## config.mk

```make
export PLATFORM = sky130hd
export DESIGN_NAME = pst_init2_selftest
export DESIGN_NICKNAME = d
export VERILOG_FILES = /design/src/design/pst_pkg.sv /design/src/design/pst_init2_selftest.sv
export VERILOG_INCLUDE_DIRS = /design/src /design/src/design
export SDC_FILE = /design/constraint.sdc
export NUM_CORES = 1
export LEC_CHECK = 0
export ABC_CLOCK_PERIOD_IN_PS = 4720
export CAP_MARGIN = 10
export CORE_MARGIN = 4
export CORE_UTILIZATION = 57
export DETAILED_ROUTE_END_ITERATION = 8
export DONT_BUFFER_PORTS = 1
export PLACE_DENSITY_LB_ADDON = 0.15
export SETUP_SLACK_MARGIN = 0.15
export SYNTH_ARGS = -nofsm -noshare
export SYNTH_HDL_FRONTEND = slang
export SYNTH_SLANG_ARGS = --single-unit
```

## constraint.sdc

```tcl
create_clock -name sys_clk -period 4.72 [get_ports sys_clk]
set_input_delay 0.236 -clock sys_clk [delete_from_list [all_inputs] [get_ports sys_clk]]
set_output_delay 0.236 -clock sys_clk [all_outputs]
set_load 0.1 [all_outputs]
```

## src/design/pst_cfg.svh

```systemverilog
`ifndef PST_CFG_SVH
`define PST_CFG_SVH

// ==================================================================
// Register map and fields
`define REG_CTRL 8'h00
`define REG_MAKER 8'h04
`define REG_LIM_LO 8'h08
`define REG_LIM_HI 8'h0C
`define REG_STATUS 8'h10
`define REG_RESULT 8'h14
`define CTRL_START 0
`define CTRL_SYNC 1
`define CTRL_EXT 2
`define CTRL_DIR_LSB 3
`define CTRL_RNG_LSB 5
`define CTRL_RPT_LSB 7
`define RESULT_ST_LSB 16
`define LIM_HI_RST 10'h3FF

// ==================================================================
// Phase-two content
`define P2_PROTO_HN 4'h4
`define P2_BLOCKS_HN 8'h20
`define P2_TYPE_HN 8'h01
`define P2_RANGE_BASE 4'h7
`define P2_SEQ_W 72
`define P2_VALUES 6'd36
`define P2_EXT_FIRST 6'd18
`define P2_EXT_LAST 6'd27
`define REP_ASYNC 5'd16
`define REP_SYNC 5'd8

// ==================================================================
// Timing
`define CLK_FREQ_MHZ 250
`define T_FREEZE_EXTRA_US 2000

`endif

```

## src/design/pst_pkg.sv

```systemverilog
package pst_pkg;

  typedef enum logic [3:0] {
    STG_IDLE = 4'h0,
    STG_OFFS = 4'h1,
    STG_DEFL_WAIT = 4'h2,
    STG_DEFL_AVG = 4'h3,
    STG_CHECK = 4'h4,
    STG_HOLD = 4'h5,
    STG_BASE = 4'h6,
    STG_DONE = 4'h7
  } pst_stage_t;

  typedef struct packed {
    logic valid;
    logic [7:0] data;
  } pst_msg_t;

  typedef struct packed {
    logic sync_mode;
    logic extended_phase2_enable;
    logic [1:0] dir;
    logic [1:0] range_sel;
    logic [2:0] selftest_repeat_limit;
    logic [7:0] maker_code;
    logic [9:0] lim_lo;
    logic [9:0] lim_hi;
  } pst_cfg_t;

  typedef struct packed {
    pst_cfg_t cfg;
    logic p2_on;
    logic p2_done;
    logic [5:0] val_idx;
    logic [4:0] rep_cnt;
    pst_msg_t tx;
    pst_stage_t stg;
    logic [10:0] smp_cnt;
    logic [19:0] cyc_cnt;
    logic [19:0] acc;
    logic [9:0] off_avg;
    logic [9:0] st_avg;
    logic [9:0] base_avg;
    logic off_ok;
    logic st_ok;
    logic st_pass;
    logic [2:0] fails;
    logic normal;
    logic defect;
    logic st_en;
    logic oc_frz;
    logic [31:0] rdata;
  } pst_state_t;

endpackage

```

## src/design/pst_init2_selftest.sv

```systemverilog
// Local design decisions: the register offsets and the strobed register port.
`timescale 1ns/1ps
`include "pst_cfg.svh"
// Behaviour
// RQ1 - phase two sends identification, not acceleration
// RQ2 - each frame carries eight data bits
// RQ3 - asynchronous mode repeats each value 16 times
// RQ4 - synchronous mode repeats each value 8 times
// RQ5 - protocol revision half-nibbles 01 then 00
// RQ6 - block count sent as 00,10,00,00
// RQ7 - maker code, then type 00,00,00,01
// RQ8 - axis nibble follows direction setting
// RQ9 - range nibble encodes full-scale variant
// RQ10 - self-test runs three consecutive sub-phases
// RQ11 - sub-phase one averages offset, stimulus off
// RQ12 - extended flag sends averaged raw offset
// RQ13 - freeze cancellation, stimulus on in two
// RQ14 - average second half of interval two
// RQ15 - extended flag sends averaged self-test value
// RQ16 - compare with limits, then stimulus off
// RQ17 - sub-phase three re-averages offset baseline
// RQ18 - pass leads to normal mode
// RQ19 - fail reruns up to repeat count
// RQ20 - zeros sent when values not ready
// RQ21 - one passing sequence stops repeats
// RQ22 - half-nibbles in ascending page order
module pst_init2_selftest #(
  parameter int unsigned ST1_LOG2 = 8,
  parameter int unsigned ST2_HALF_LOG2 = 7,
  parameter int unsigned ST3_LOG2 = 8,
  parameter int unsigned FREEZE_EXTRA_CYC =
    `T_FREEZE_EXTRA_US * `CLK_FREQ_MHZ
) (
  input wire logic sys_clk,
  input wire logic srst,
  input wire logic clk_en,
  input wire logic [7:0] reg_addr,
  input wire logic [31:0] reg_wdata,
  input wire logic reg_wr,
  input wire logic reg_rd,
  output logic [31:0] reg_rdata,
  input wire logic slot_tick,
  input wire logic sample_valid,
  input wire logic [9:0] sample_data,
  output pst_pkg::pst_msg_t tx_msg,
  output logic selftest_stim_en,
  output logic offset_freeze,
  output logic normal_mode,
  output logic selftest_defect,
  output logic [9:0] baseline_offset
);
  import pst_pkg::*;

  pst_state_t s_reg;
  pst_state_t s_next;
  logic start;
  logic [`P2_SEQ_W-1:0] seq;
  logic [9:0] off_tx;
  logic [9:0] st_tx;
  logic [3:0] axis_nib;
  logic [3:0] range_nib;
  logic [4:0] rep_k;
  logic [1:0] hn;
  logic [19:0] acc_sum;

  // ================================================================
  // Helpers
  function automatic logic smp_last(input logic [10:0] cnt,
                                    input int unsigned lg);
    return cnt == 11'((1 << lg) - 1);
  endfunction

  function automatic logic [9:0] avg_of(input logic [19:0] acc,
                                        input int unsigned lg);
    return 10'(acc >> lg);
  endfunction

  // ================================================================
  // Phase-two content
  always_comb begin
    rep_k = s_reg.cfg.sync_mode ? `REP_SYNC : `REP_ASYNC; // RQ3 RQ4
    axis_nib = {s_reg.cfg.dir, 2'h0}; // RQ8
    range_nib = `P2_RANGE_BASE + 4'(s_reg.cfg.range_sel); // RQ9
    // Withheld until the sub-phase has finished, or when not enabled
    off_tx = (s_reg.cfg.extended_phase2_enable && s_reg.off_ok) ?
             s_reg.off_avg : 10'h000; // RQ12 RQ20
    st_tx = (s_reg.cfg.extended_phase2_enable && s_reg.st_ok) ?
            s_reg.st_avg : 10'h000; // RQ15 RQ20
    // Ascending page, then half-nibble; trailing fields sent as zero
    seq = {`P2_PROTO_HN, `P2_BLOCKS_HN, s_reg.cfg.maker_code,
           `P2_TYPE_HN, axis_nib, range_nib,
           off_tx[3:0], off_tx[7:4], st_tx[1:0], off_tx[9:8],
           st_tx[5:2], st_tx[9:6], 16'h0000}; // RQ5 RQ6 RQ7 RQ22
    hn = 2'(seq >> (7'(`P2_SEQ_W - 2) - 7'({s_reg.val_idx, 1'b0})));
    acc_sum = s_reg.acc + 20'(sample_data);
    start = reg_wr && (reg_addr == `REG_CTRL) &&
            reg_wdata[`CTRL_START];
  end

  // ================================================================
  // Next state
  always_comb begin
    s_next = s_reg;
    s_next.tx.valid = 1'b0;
    s_next.rdata = 32'h0000_0000;

    if (reg_wr) begin
      case (reg_addr)
        `REG_CTRL: begin
          s_next.cfg.sync_mode = reg_wdata[`CTRL_SYNC];
          s_next.cfg.extended_phase2_enable = reg_wdata[`CTRL_EXT];
          s_next.cfg.dir = reg_wdata[`CTRL_DIR_LSB +: 2];
          s_next.cfg.range_sel = reg_wdata[`CTRL_RNG_LSB +: 2];
          s_next.cfg.selftest_repeat_limit = reg_wdata[`CTRL_RPT_LSB +: 3];
        end
        `REG_MAKER: s_next.cfg.maker_code = reg_wdata[7:0];
        `REG_LIM_LO: s_next.cfg.lim_lo = reg_wdata[9:0];
        `REG_LIM_HI: s_next.cfg.lim_hi = reg_wdata[9:0];
        default: ;
      endcase
    end

    if (reg_rd) begin
      case (reg_addr)
        `REG_CTRL: s_next.rdata = 32'({s_reg.cfg.selftest_repeat_limit,
          s_reg.cfg.range_sel, s_reg.cfg.dir,
          s_reg.cfg.extended_phase2_enable, s_reg.cfg.sync_mode, 1'b0});
        `REG_MAKER: s_next.rdata = 32'(s_reg.cfg.maker_code);
        `REG_LIM_LO: s_next.rdata = 32'(s_reg.cfg.lim_lo);
        `REG_LIM_HI: s_next.rdata = 32'(s_reg.cfg.lim_hi);
        `REG_STATUS: s_next.rdata = 32'({s_reg.stg, s_reg.fails,
          s_reg.defect, s_reg.normal, s_reg.stg != STG_IDLE &&
          s_reg.stg != STG_DONE, s_reg.p2_done, s_reg.p2_on});
        `REG_RESULT: s_next.rdata = 32'({s_reg.st_avg, 6'h00,
          s_reg.off_avg});
        default: s_next.rdata = 32'h0000_0000;
      endcase
    end

    // Phase two: one half-nibble per slot, held for k slots
    if (s_reg.p2_on && slot_tick) begin
      s_next.tx.valid = 1'b1; // RQ1
      s_next.tx.data = {s_reg.val_idx, hn}; // RQ2
      if (s_reg.rep_cnt == rep_k - 5'd1) begin // RQ3 RQ4
        s_next.rep_cnt = 5'd0;
        if (s_reg.val_idx == `P2_VALUES - 6'd1) begin
          s_next.p2_on = 1'b0;
          s_next.p2_done = 1'b1;
        end else begin
          s_next.val_idx = s_reg.val_idx + 6'd1; // RQ22
        end
      end else begin
        s_next.rep_cnt = s_reg.rep_cnt + 5'd1;
      end
    end

    // Self-test sub-phases
    case (s_reg.stg)
      STG_OFFS: begin
        if (sample_valid) begin // RQ11
          s_next.acc = acc_sum;
          s_next.smp_cnt = s_reg.smp_cnt + 11'd1;
          if (smp_last(s_reg.smp_cnt, ST1_LOG2)) begin
            s_next.off_avg = avg_of(acc_sum, ST1_LOG2);
            s_next.off_ok = 1'b1;
            s_next.acc = 20'h00000;
            s_next.smp_cnt = 11'h000;
            s_next.oc_frz = 1'b1; // RQ13
            s_next.st_en = 1'b1; // RQ13
            s_next.stg = STG_DEFL_WAIT; // RQ10
          end
        end
      end
      STG_DEFL_WAIT: begin
        // First half lets the stimulated deflection settle
        if (sample_valid) begin
          s_next.smp_cnt = s_reg.smp_cnt + 11'd1;
          if (smp_last(s_reg.smp_cnt, ST2_HALF_LOG2)) begin
            s_next.smp_cnt = 11'h000;
            s_next.stg = STG_DEFL_AVG; // RQ14
          end
        end
      end
      STG_DEFL_AVG: begin
        if (sample_valid) begin // RQ14
          s_next.acc = acc_sum;
          s_next.smp_cnt = s_reg.smp_cnt + 11'd1;
          if (smp_last(s_reg.smp_cnt, ST2_HALF_LOG2)) begin
            s_next.st_avg = avg_of(acc_sum, ST2_HALF_LOG2);
            s_next.st_ok = 1'b1;
            s_next.acc = 20'h00000;
            s_next.smp_cnt = 11'h000;
            s_next.stg = STG_CHECK;
          end
        end
      end
      STG_CHECK: begin
        s_next.st_pass = (s_reg.st_avg >= s_reg.cfg.lim_lo) &&
                         (s_reg.st_avg <= s_reg.cfg.lim_hi); // RQ16
        s_next.st_en = 1'b0; // RQ16
        s_next.cyc_cnt = 20'h00000;
        s_next.stg = STG_HOLD;
      end
      STG_HOLD: begin
        // Cancellation stays frozen 2 ms past the deflection window
        s_next.cyc_cnt = s_reg.cyc_cnt + 20'd1;
        if (s_reg.cyc_cnt == 20'(FREEZE_EXTRA_CYC - 1)) begin // RQ13
          s_next.oc_frz = 1'b0;
          s_next.stg = STG_BASE;
        end
      end
      STG_BASE: begin
        if (sample_valid) begin // RQ17
          s_next.acc = acc_sum;
          s_next.smp_cnt = s_reg.smp_cnt + 11'd1;
          if (smp_last(s_reg.smp_cnt, ST3_LOG2)) begin
            s_next.base_avg = avg_of(acc_sum, ST3_LOG2);
            s_next.acc = 20'h00000;
            s_next.smp_cnt = 11'h000;
            if (s_reg.st_pass) begin
              s_next.normal = 1'b1; // RQ18 RQ21
              s_next.stg = STG_DONE;
            end else if (s_reg.fails <
                         s_reg.cfg.selftest_repeat_limit) begin
              s_next.fails = s_reg.fails + 3'd1; // RQ19
              s_next.stg = STG_OFFS;
            end else begin
              s_next.defect = 1'b1;
              s_next.stg = STG_DONE;
            end
          end
        end
      end
      STG_IDLE, STG_DONE: ;
      default: s_next.stg = STG_IDLE;
    endcase

    // Start restarts both sequences from a clean slate
    if (start) begin
      s_next.p2_on = 1'b1;
      s_next.p2_done = 1'b0;
      s_next.val_idx = 6'd0;
      s_next.rep_cnt = 5'd0;
      s_next.stg = STG_OFFS; // RQ10
      s_next.acc = 20'h00000;
      s_next.smp_cnt = 11'h000;
      s_next.fails = 3'd0;
      s_next.normal = 1'b0;
      s_next.defect = 1'b0;
      s_next.off_ok = 1'b0;
      s_next.st_ok = 1'b0;
      s_next.st_en = 1'b0;
      s_next.oc_frz = 1'b0;
    end
  end

  always_ff @(posedge sys_clk) begin
    if (srst) begin
      s_reg <= '0;
      s_reg.cfg.lim_hi <= `LIM_HI_RST;
    end else if (clk_en) begin
      s_reg <= s_next;
    end
  end

  assign reg_rdata = s_reg.rdata;
  assign tx_msg = s_reg.tx;
  assign selftest_stim_en = s_reg.st_en;
  assign offset_freeze = s_reg.oc_frz;
  assign normal_mode = s_reg.normal;
  assign selftest_defect = s_reg.defect;
  assign baseline_offset = s_reg.base_avg;

  // ================================================================
  // Checks
  property p_proto;
    @(posedge sys_clk) disable iff (srst)
    tx_msg.valid && tx_msg.data[7:2] == 6'd0 |->
      tx_msg.data[1:0] == 2'h1 && $past(s_reg.p2_on);
  endproperty
  a_proto: assert property (p_proto) else $error("bad protocol"); // RQ5

  property p_blocks;
    @(posedge sys_clk) disable iff (srst)
    tx_msg.valid && tx_msg.data[7:2] == 6'd3 |-> tx_msg.data[1:0] == 2'h2;
  endproperty
  a_blocks: assert property (p_blocks) else $error("bad blocks"); // RQ6

  property p_type;
    @(posedge sys_clk) disable iff (srst)
    tx_msg.valid && tx_msg.data[7:2] == 6'd13 |->
      tx_msg.data[1:0] == 2'h1;
  endproperty
  a_type: assert property (p_type) else $error("bad type"); // RQ7

  property p_axis;
    @(posedge sys_clk) disable iff (srst)
    tx_msg.valid && tx_msg.data[7:2] == 6'd14 |->
      tx_msg.data[1:0] == $past(s_reg.cfg.dir);
  endproperty
  a_axis: assert property (p_axis) else $error("bad axis"); // RQ8

  property p_range;
    @(posedge sys_clk) disable iff (srst)
    tx_msg.valid && tx_msg.data[7:2] == 6'd16 |->
      tx_msg.data[1:0] ==
      ($past(s_reg.cfg.range_sel) == 2'h0 ? 2'h1 : 2'h2);
  endproperty
  a_range: assert property (p_range) else $error("bad range"); // RQ9

  property p_zero_ext;
    @(posedge sys_clk) disable iff (srst)
    tx_msg.valid && tx_msg.data[7:2] >= `P2_EXT_FIRST &&
      tx_msg.data[7:2] <= `P2_EXT_LAST &&
      !$past(s_reg.cfg.extended_phase2_enable) |->
      tx_msg.data[1:0] == 2'h0;
  endproperty
  a_zero_ext: assert property (p_zero_ext) else $error("ext leak"); // RQ20

  property p_defl;
    @(posedge sys_clk) disable iff (srst)
    s_reg.stg == STG_DEFL_WAIT || s_reg.stg == STG_DEFL_AVG |->
      selftest_stim_en && offset_freeze;
  endproperty
  a_defl: assert property (p_defl) else $error("stim not on"); // RQ13

  property p_check;
    @(posedge sys_clk) disable iff (srst)
    s_reg.stg == STG_CHECK && clk_en && !start |=>
      !selftest_stim_en && offset_freeze && s_reg.stg == STG_HOLD;
  endproperty
  a_check: assert property (p_check) else $error("check order"); // RQ16

  property p_pass;
    @(posedge sys_clk) disable iff (srst)
    $rose(normal_mode) |-> $past(s_reg.stg) == STG_BASE &&
      $past(s_reg.st_pass) && !selftest_defect;
  endproperty
  a_pass: assert property (p_pass) else $error("bad pass"); // RQ18

  property p_stay;
    @(posedge sys_clk) disable iff (srst)
    normal_mode && !start |=> normal_mode && s_reg.stg == STG_DONE;
  endproperty
  a_stay: assert property (p_stay) else $error("rerun after pass"); // RQ21

  property p_rep;
    @(posedge sys_clk) disable iff (srst)
    s_reg.p2_on |-> s_reg.rep_cnt < rep_k;
  endproperty
  a_rep: assert property (p_rep) else $error("repeat overrun"); // RQ3

  property p_retry;
    @(posedge sys_clk) disable iff (srst)
    $changed(s_reg.fails) && s_reg.fails != 3'd0 |->
      $past(s_reg.stg) == STG_BASE &&
      !$past(s_reg.st_pass) && s_reg.stg == STG_OFFS;
  endproperty
  a_retry: assert property (p_retry) else $error("bad retry"); // RQ19

  c_p2_done: cover property (@(posedge sys_clk) $rose(s_reg.p2_done));
  c_normal: cover property (@(posedge sys_clk) $rose(normal_mode));
  c_defect: cover property (@(posedge sys_clk) $rose(selftest_defect));
  c_retry: cover property (@(posedge sys_clk) $rose(s_reg.fails));

endmodule

```

# Yosys cells after proc, flatten, opt, wreduce, memory -nomap -nowiden
# Index checks and enable logic that the tools add are counted.
[totals] elab_cells=179 romBits=0 input_bits=57 latch_bits=0 ram_bits=0 output_inout_bits=55 register_bits=186 memories=0
[classes] magnitude_cmp=3 n_mul=0 addsub=9 muxes=55 shift=1 n_reduce_logical=50 n_div=0 n_eq_ne=31 n_bitwise=0
[op_table] operator="$pmux 26 s6" count=1
[op_table] operator="$mux 15" count=9
[op_table] operator="$mux 20" count=5
[op_table] operator="$shr 71x7->2" count=1
[op_table] operator="$mux 30" count=2
[op_table] operator="$pmux 20 s3" count=1
[op_table] operator="$pmux 11 s4" count=1
[op_table] operator="$pmux 20 s2" count=1
[op_table] operator="$reduce_and 4->1" count=8
[op_table] operator="$pmux 4 s7" count=1
[op_table] operator="$ne 3x3->1 const B" count=9
[op_table] operator="$mux 26" count=1
[op_table] operator="$mux 5" count=5
[op_table] operator="$reduce_bool 2->1" count=12
[op_table] operator="$mux 22" count=1
[op_table] operator="$add 20x1->20 const B" count=1
[op_table] operator="$add 20x10->20" count=1
[op_table] operator="$eq 20x19->1 const B" count=1
[op_table] operator="$mux 10" count=2
[op_table] operator="$reduce_and 6->1" count=3
[op_table] operator="$eq 4x3->1 const B" count=4
[op_table] operator="$eq 8x4->1 const B" count=2
[op_table] operator="$eq 8x5->1 const B" count=2
[op_table] operator="$reduce_and 5->1" count=3
[op_table] operator="other kinds (39)" count=72

# Depth between registers and ports, before layout
[depth] depth_word=7 ltp_mapped=9

# Worst setup path after synthesis
# No wires, ideal clock.
[synth_path] path_kind="reg2reg" start="register s_reg[72] (netlist name)" end="register s_reg, in the netlist baseline_offset[6]" arrival_time_ps=2239 path_slack_ps=2396 synth_period_minus_slack_ps=2324 setup_time_ps=86 stages_incl_launch_ff=9 t_required_ps=4634 n_path_buf=0 cell_sequence="dfxtp_1 ha_1 fa_1 a21o_1 a221oi_1 o31a_1 nor3_1 xnor2_1 a211oi_1"
[synth_between] elab_chain_cells=1
[synth_rtl] element="start: declaration" line_no="pst_init2_selftest.sv:54" rtl="pst_state_t s_reg;"
[synth_rtl] element="start signal: assignment" line_no="pst_init2_selftest.sv:262" rtl="s_reg <= s_next;"
[synth_rtl] element="$add 20x10->20" line_no="pst_init2_selftest.sv:95" rtl="acc_sum = s_reg.acc + 20'(sample_data);"
# No other way between the ends.
# A chain may end at the register's enable or synchronous reset.

# Final worst setup path
[layout_path] start="register s_reg[112] (netlist name)" end="register s_reg[53] (netlist name)"
[layout_between] elab_chain_cells=2
[layout_rtl] element="$eq 11x7->1" line_no="pst_init2_selftest.sv:70" rtl="return cnt == 11'((1 << lg) - 1);"
[layout_rtl] element="$reduce_and 4->1 (no source line)"
# No other way between the ends.

==> reports/qor.yml <==
status: "finished, final reports clean"
total_power_mw: 2.99
fin_skew_ns: 0.00762
timing.rr.end: "s_reg[53]"
cts_buffer_depth: 2
r2r-start: "s_reg[112]"
path_cells: "ha_1, nand4_1, nor3_2, nand3_1, nor2_1, mux2i_1, nor2_1"
power_leakage_nw: 3.46
wl_per_cell_um: 18.5
largest_reg_flops: 126
netlist_top_cells_area: "dfxtp_1, a21oi_1, ha_1, nor2_1, nand2_1"
cts_buffers: 17
placed_area_sq_mm: 0.00927
rsz0062_at_grt: "false"
grt_pass1_vias: 7345
tightest_slew_ns: 1.11
htreeDepth: 4
netlist.area_leader.share: 0.361
hold_class: "input pin to register"
cts.reportedPaths.clkPinSlew_ns: 0.07
n_fill_cell: 1482
startpoint_type: "register"
post_cts_resized: 0
clock-root-buffer: "clkbuf_16"
ys_warn_count: 0
diodes: 0
fin_crit_ns: 2.72
grt_pass1_wl_um: 39100
vias: 8008
yosys.area.top_type: "dfxtp_1"
crit_path_frequent_cell: "nor2_1"
maxCapViolations: 0
grt_overflow: 0
holdWs_ns: 0.0119
antenna_found_initial: 0
die_area_sq_mm: 0.0190
crit_buf_inv: 0
io_pins: 112
syn-mean-instance-area_sq_um: 8.16
synth_area_sq_mm: 0.00959
synth_cell_types: 74
numPortBuffers: 0
cts_tree: "built"
dieWidth_um: 138
max_slew_margin: 0.254
drt_iter0_drc: 751
drive_gt1_frac: 0.0537
seq_area_frac_synth: 0.361
slew_violations: 0
wl_um: 24700
synth_cells: 1175
finalSetupViolCount: 0
post-synth-top-count-cell: "dfxtp_1"
cpMaxStageDelayCell: "nor2_1"
route.detailed.drc: 0
initial_core_util: 0.580
vias_per_cell: 5.99
setup_tns_ns: 0
grt_max_degree: 130
gp_congestion: 0.886
crit_required_ns: 5.02
cts.sinks: 173
areaGrowthSynthToFinish_pct: 4.31
synth_edf_count: 0
p_per_area_mw_per_mm2: 299
hold_start: "clk_en"
die_y_um: 138
rows: 47
yosys_most_used_dff: "dfxtp_1"
r2r_cells: 7
min_period_over_period: 0.576
grt_usage: 0.265
hold_path_end: "reg_rdata[10]"
utilization: 0.605
arrival_ns: 3.02
peakVddDrop_v: 0.000263
nets: 1205
cp_max_fo: 12
postCtsSetupRepairBufs: 0
hold_viol_final: 0
finalInstanceArea_sq_mm: 0.0100
coreArea_sq_mm: 0.0165
critical_path_class: "register to register"
clkLatencyLatePin_ns: 0.43
fmax_mhz: 368
holdBufCountCts: 13
crit_path_end_kind: "register"
ys_ff_latch: 173
reg2reg_slack_ns: 2.00
drt_first_pass_iters: 5
crit_family: "simple AND/OR/NAND/NOR gates"
synthTopCellsByCount: "dfxtp_1, nor2_1, nand2_1"
max_stage_delay_ns: 0.83
place_hpwl_um: 17000
drt.antenna.violating_nets: 0
hold-path-cell-count: 2
async_flop_share: 0
-- report_power, final --
part | total (mW) | switching [mW] | internal [mW] | leakage [nW]
Combinational | 0.119 | 0.0882 | 0.0305 | 1.79
Clock | 1.41 | 0.611 | 0.796 | 0.280
Sequential | 1.46 | 0.000490 | 1.46 | 1.39
Total | 2.99 | 0.700 | 2.29 | 3.46
-- final cells by class --
class,count,area [sq um],area share
multi-input cells,859,5380,0.538
flip-flops and latches,173,3460,0.346
clock buffers,19,443,0.0443
well taps,220,275,0.0275
repair buffers,14,155,0.0155
inverters,40,150,0.0150
clock inverters,12,138,0.0138
-- cells in the final DEF (no fill, tap or decap), types with 12 or more instances in the layout --
master / instances
a211oi_1: 28
a21o_1: 13
a21oi_1: 111
a22oi_1: 18
and3_1: 14
clkbuf_16: 17
dfxtp_1: 173
dlygate4sd3_1: 12
ha_1: 42
inv_1: 39
mux2i_1: 16
nand2_1: 116
nand2b_1: 12
nand3_1: 43
nand3b_1: 14
nand4_1: 15
nor2_1: 132
nor2b_1: 21
nor3_1: 20
o21ai_0: 38
or3_1: 19
xnor2_1: 24
xor2_1: 13
-- cells by family after synthesis --
group / Yosys count / share of synthesized area
and+or+nand+nor: 451 / 0.232
AOI/OAI and AO/OA: 290 / 0.194
DFF: 173 / 0.361
buffers and inverters: 152 / 0.0816
adders and majority gates: 43 / 0.0569
xor gates and xnor gates: 37 / 0.0338
muxes: 28 / 0.0402
other: 1 / 0.000391
-- worst max-delay path by stage --
stage,from,end,depth (start not counted)
detailed placement,reg_addr[1],s_reg[157],6
floorplan,s_reg[72],baseline_offset[6],8
global route,s_reg[72],s_reg[61],8
finish,s_reg[112],s_reg[53],7
global placement,reg_addr[1],s_reg[149],6
CTS,s_reg[72],s_reg[61],8
-- per-layer routing --
layer,global-route usage,vias up,routed length [um]
li1,-,3987,-
met3,0.0698,43,1600
met1,0.349,3729,10900
met5,0,-,0
met4,0.0796,0,629
met2,0.426,249,11500
-- through the flow --
stage,setup WS [ns],std cells
floorplan,2.40,1184
detailed placement,1.88,1293
global route,1.75,1337
finish,2.00,1337
CTS,2.00,1337
global placement,1.96,1293
No activity file was read; power rests on OpenSTA's default activity.
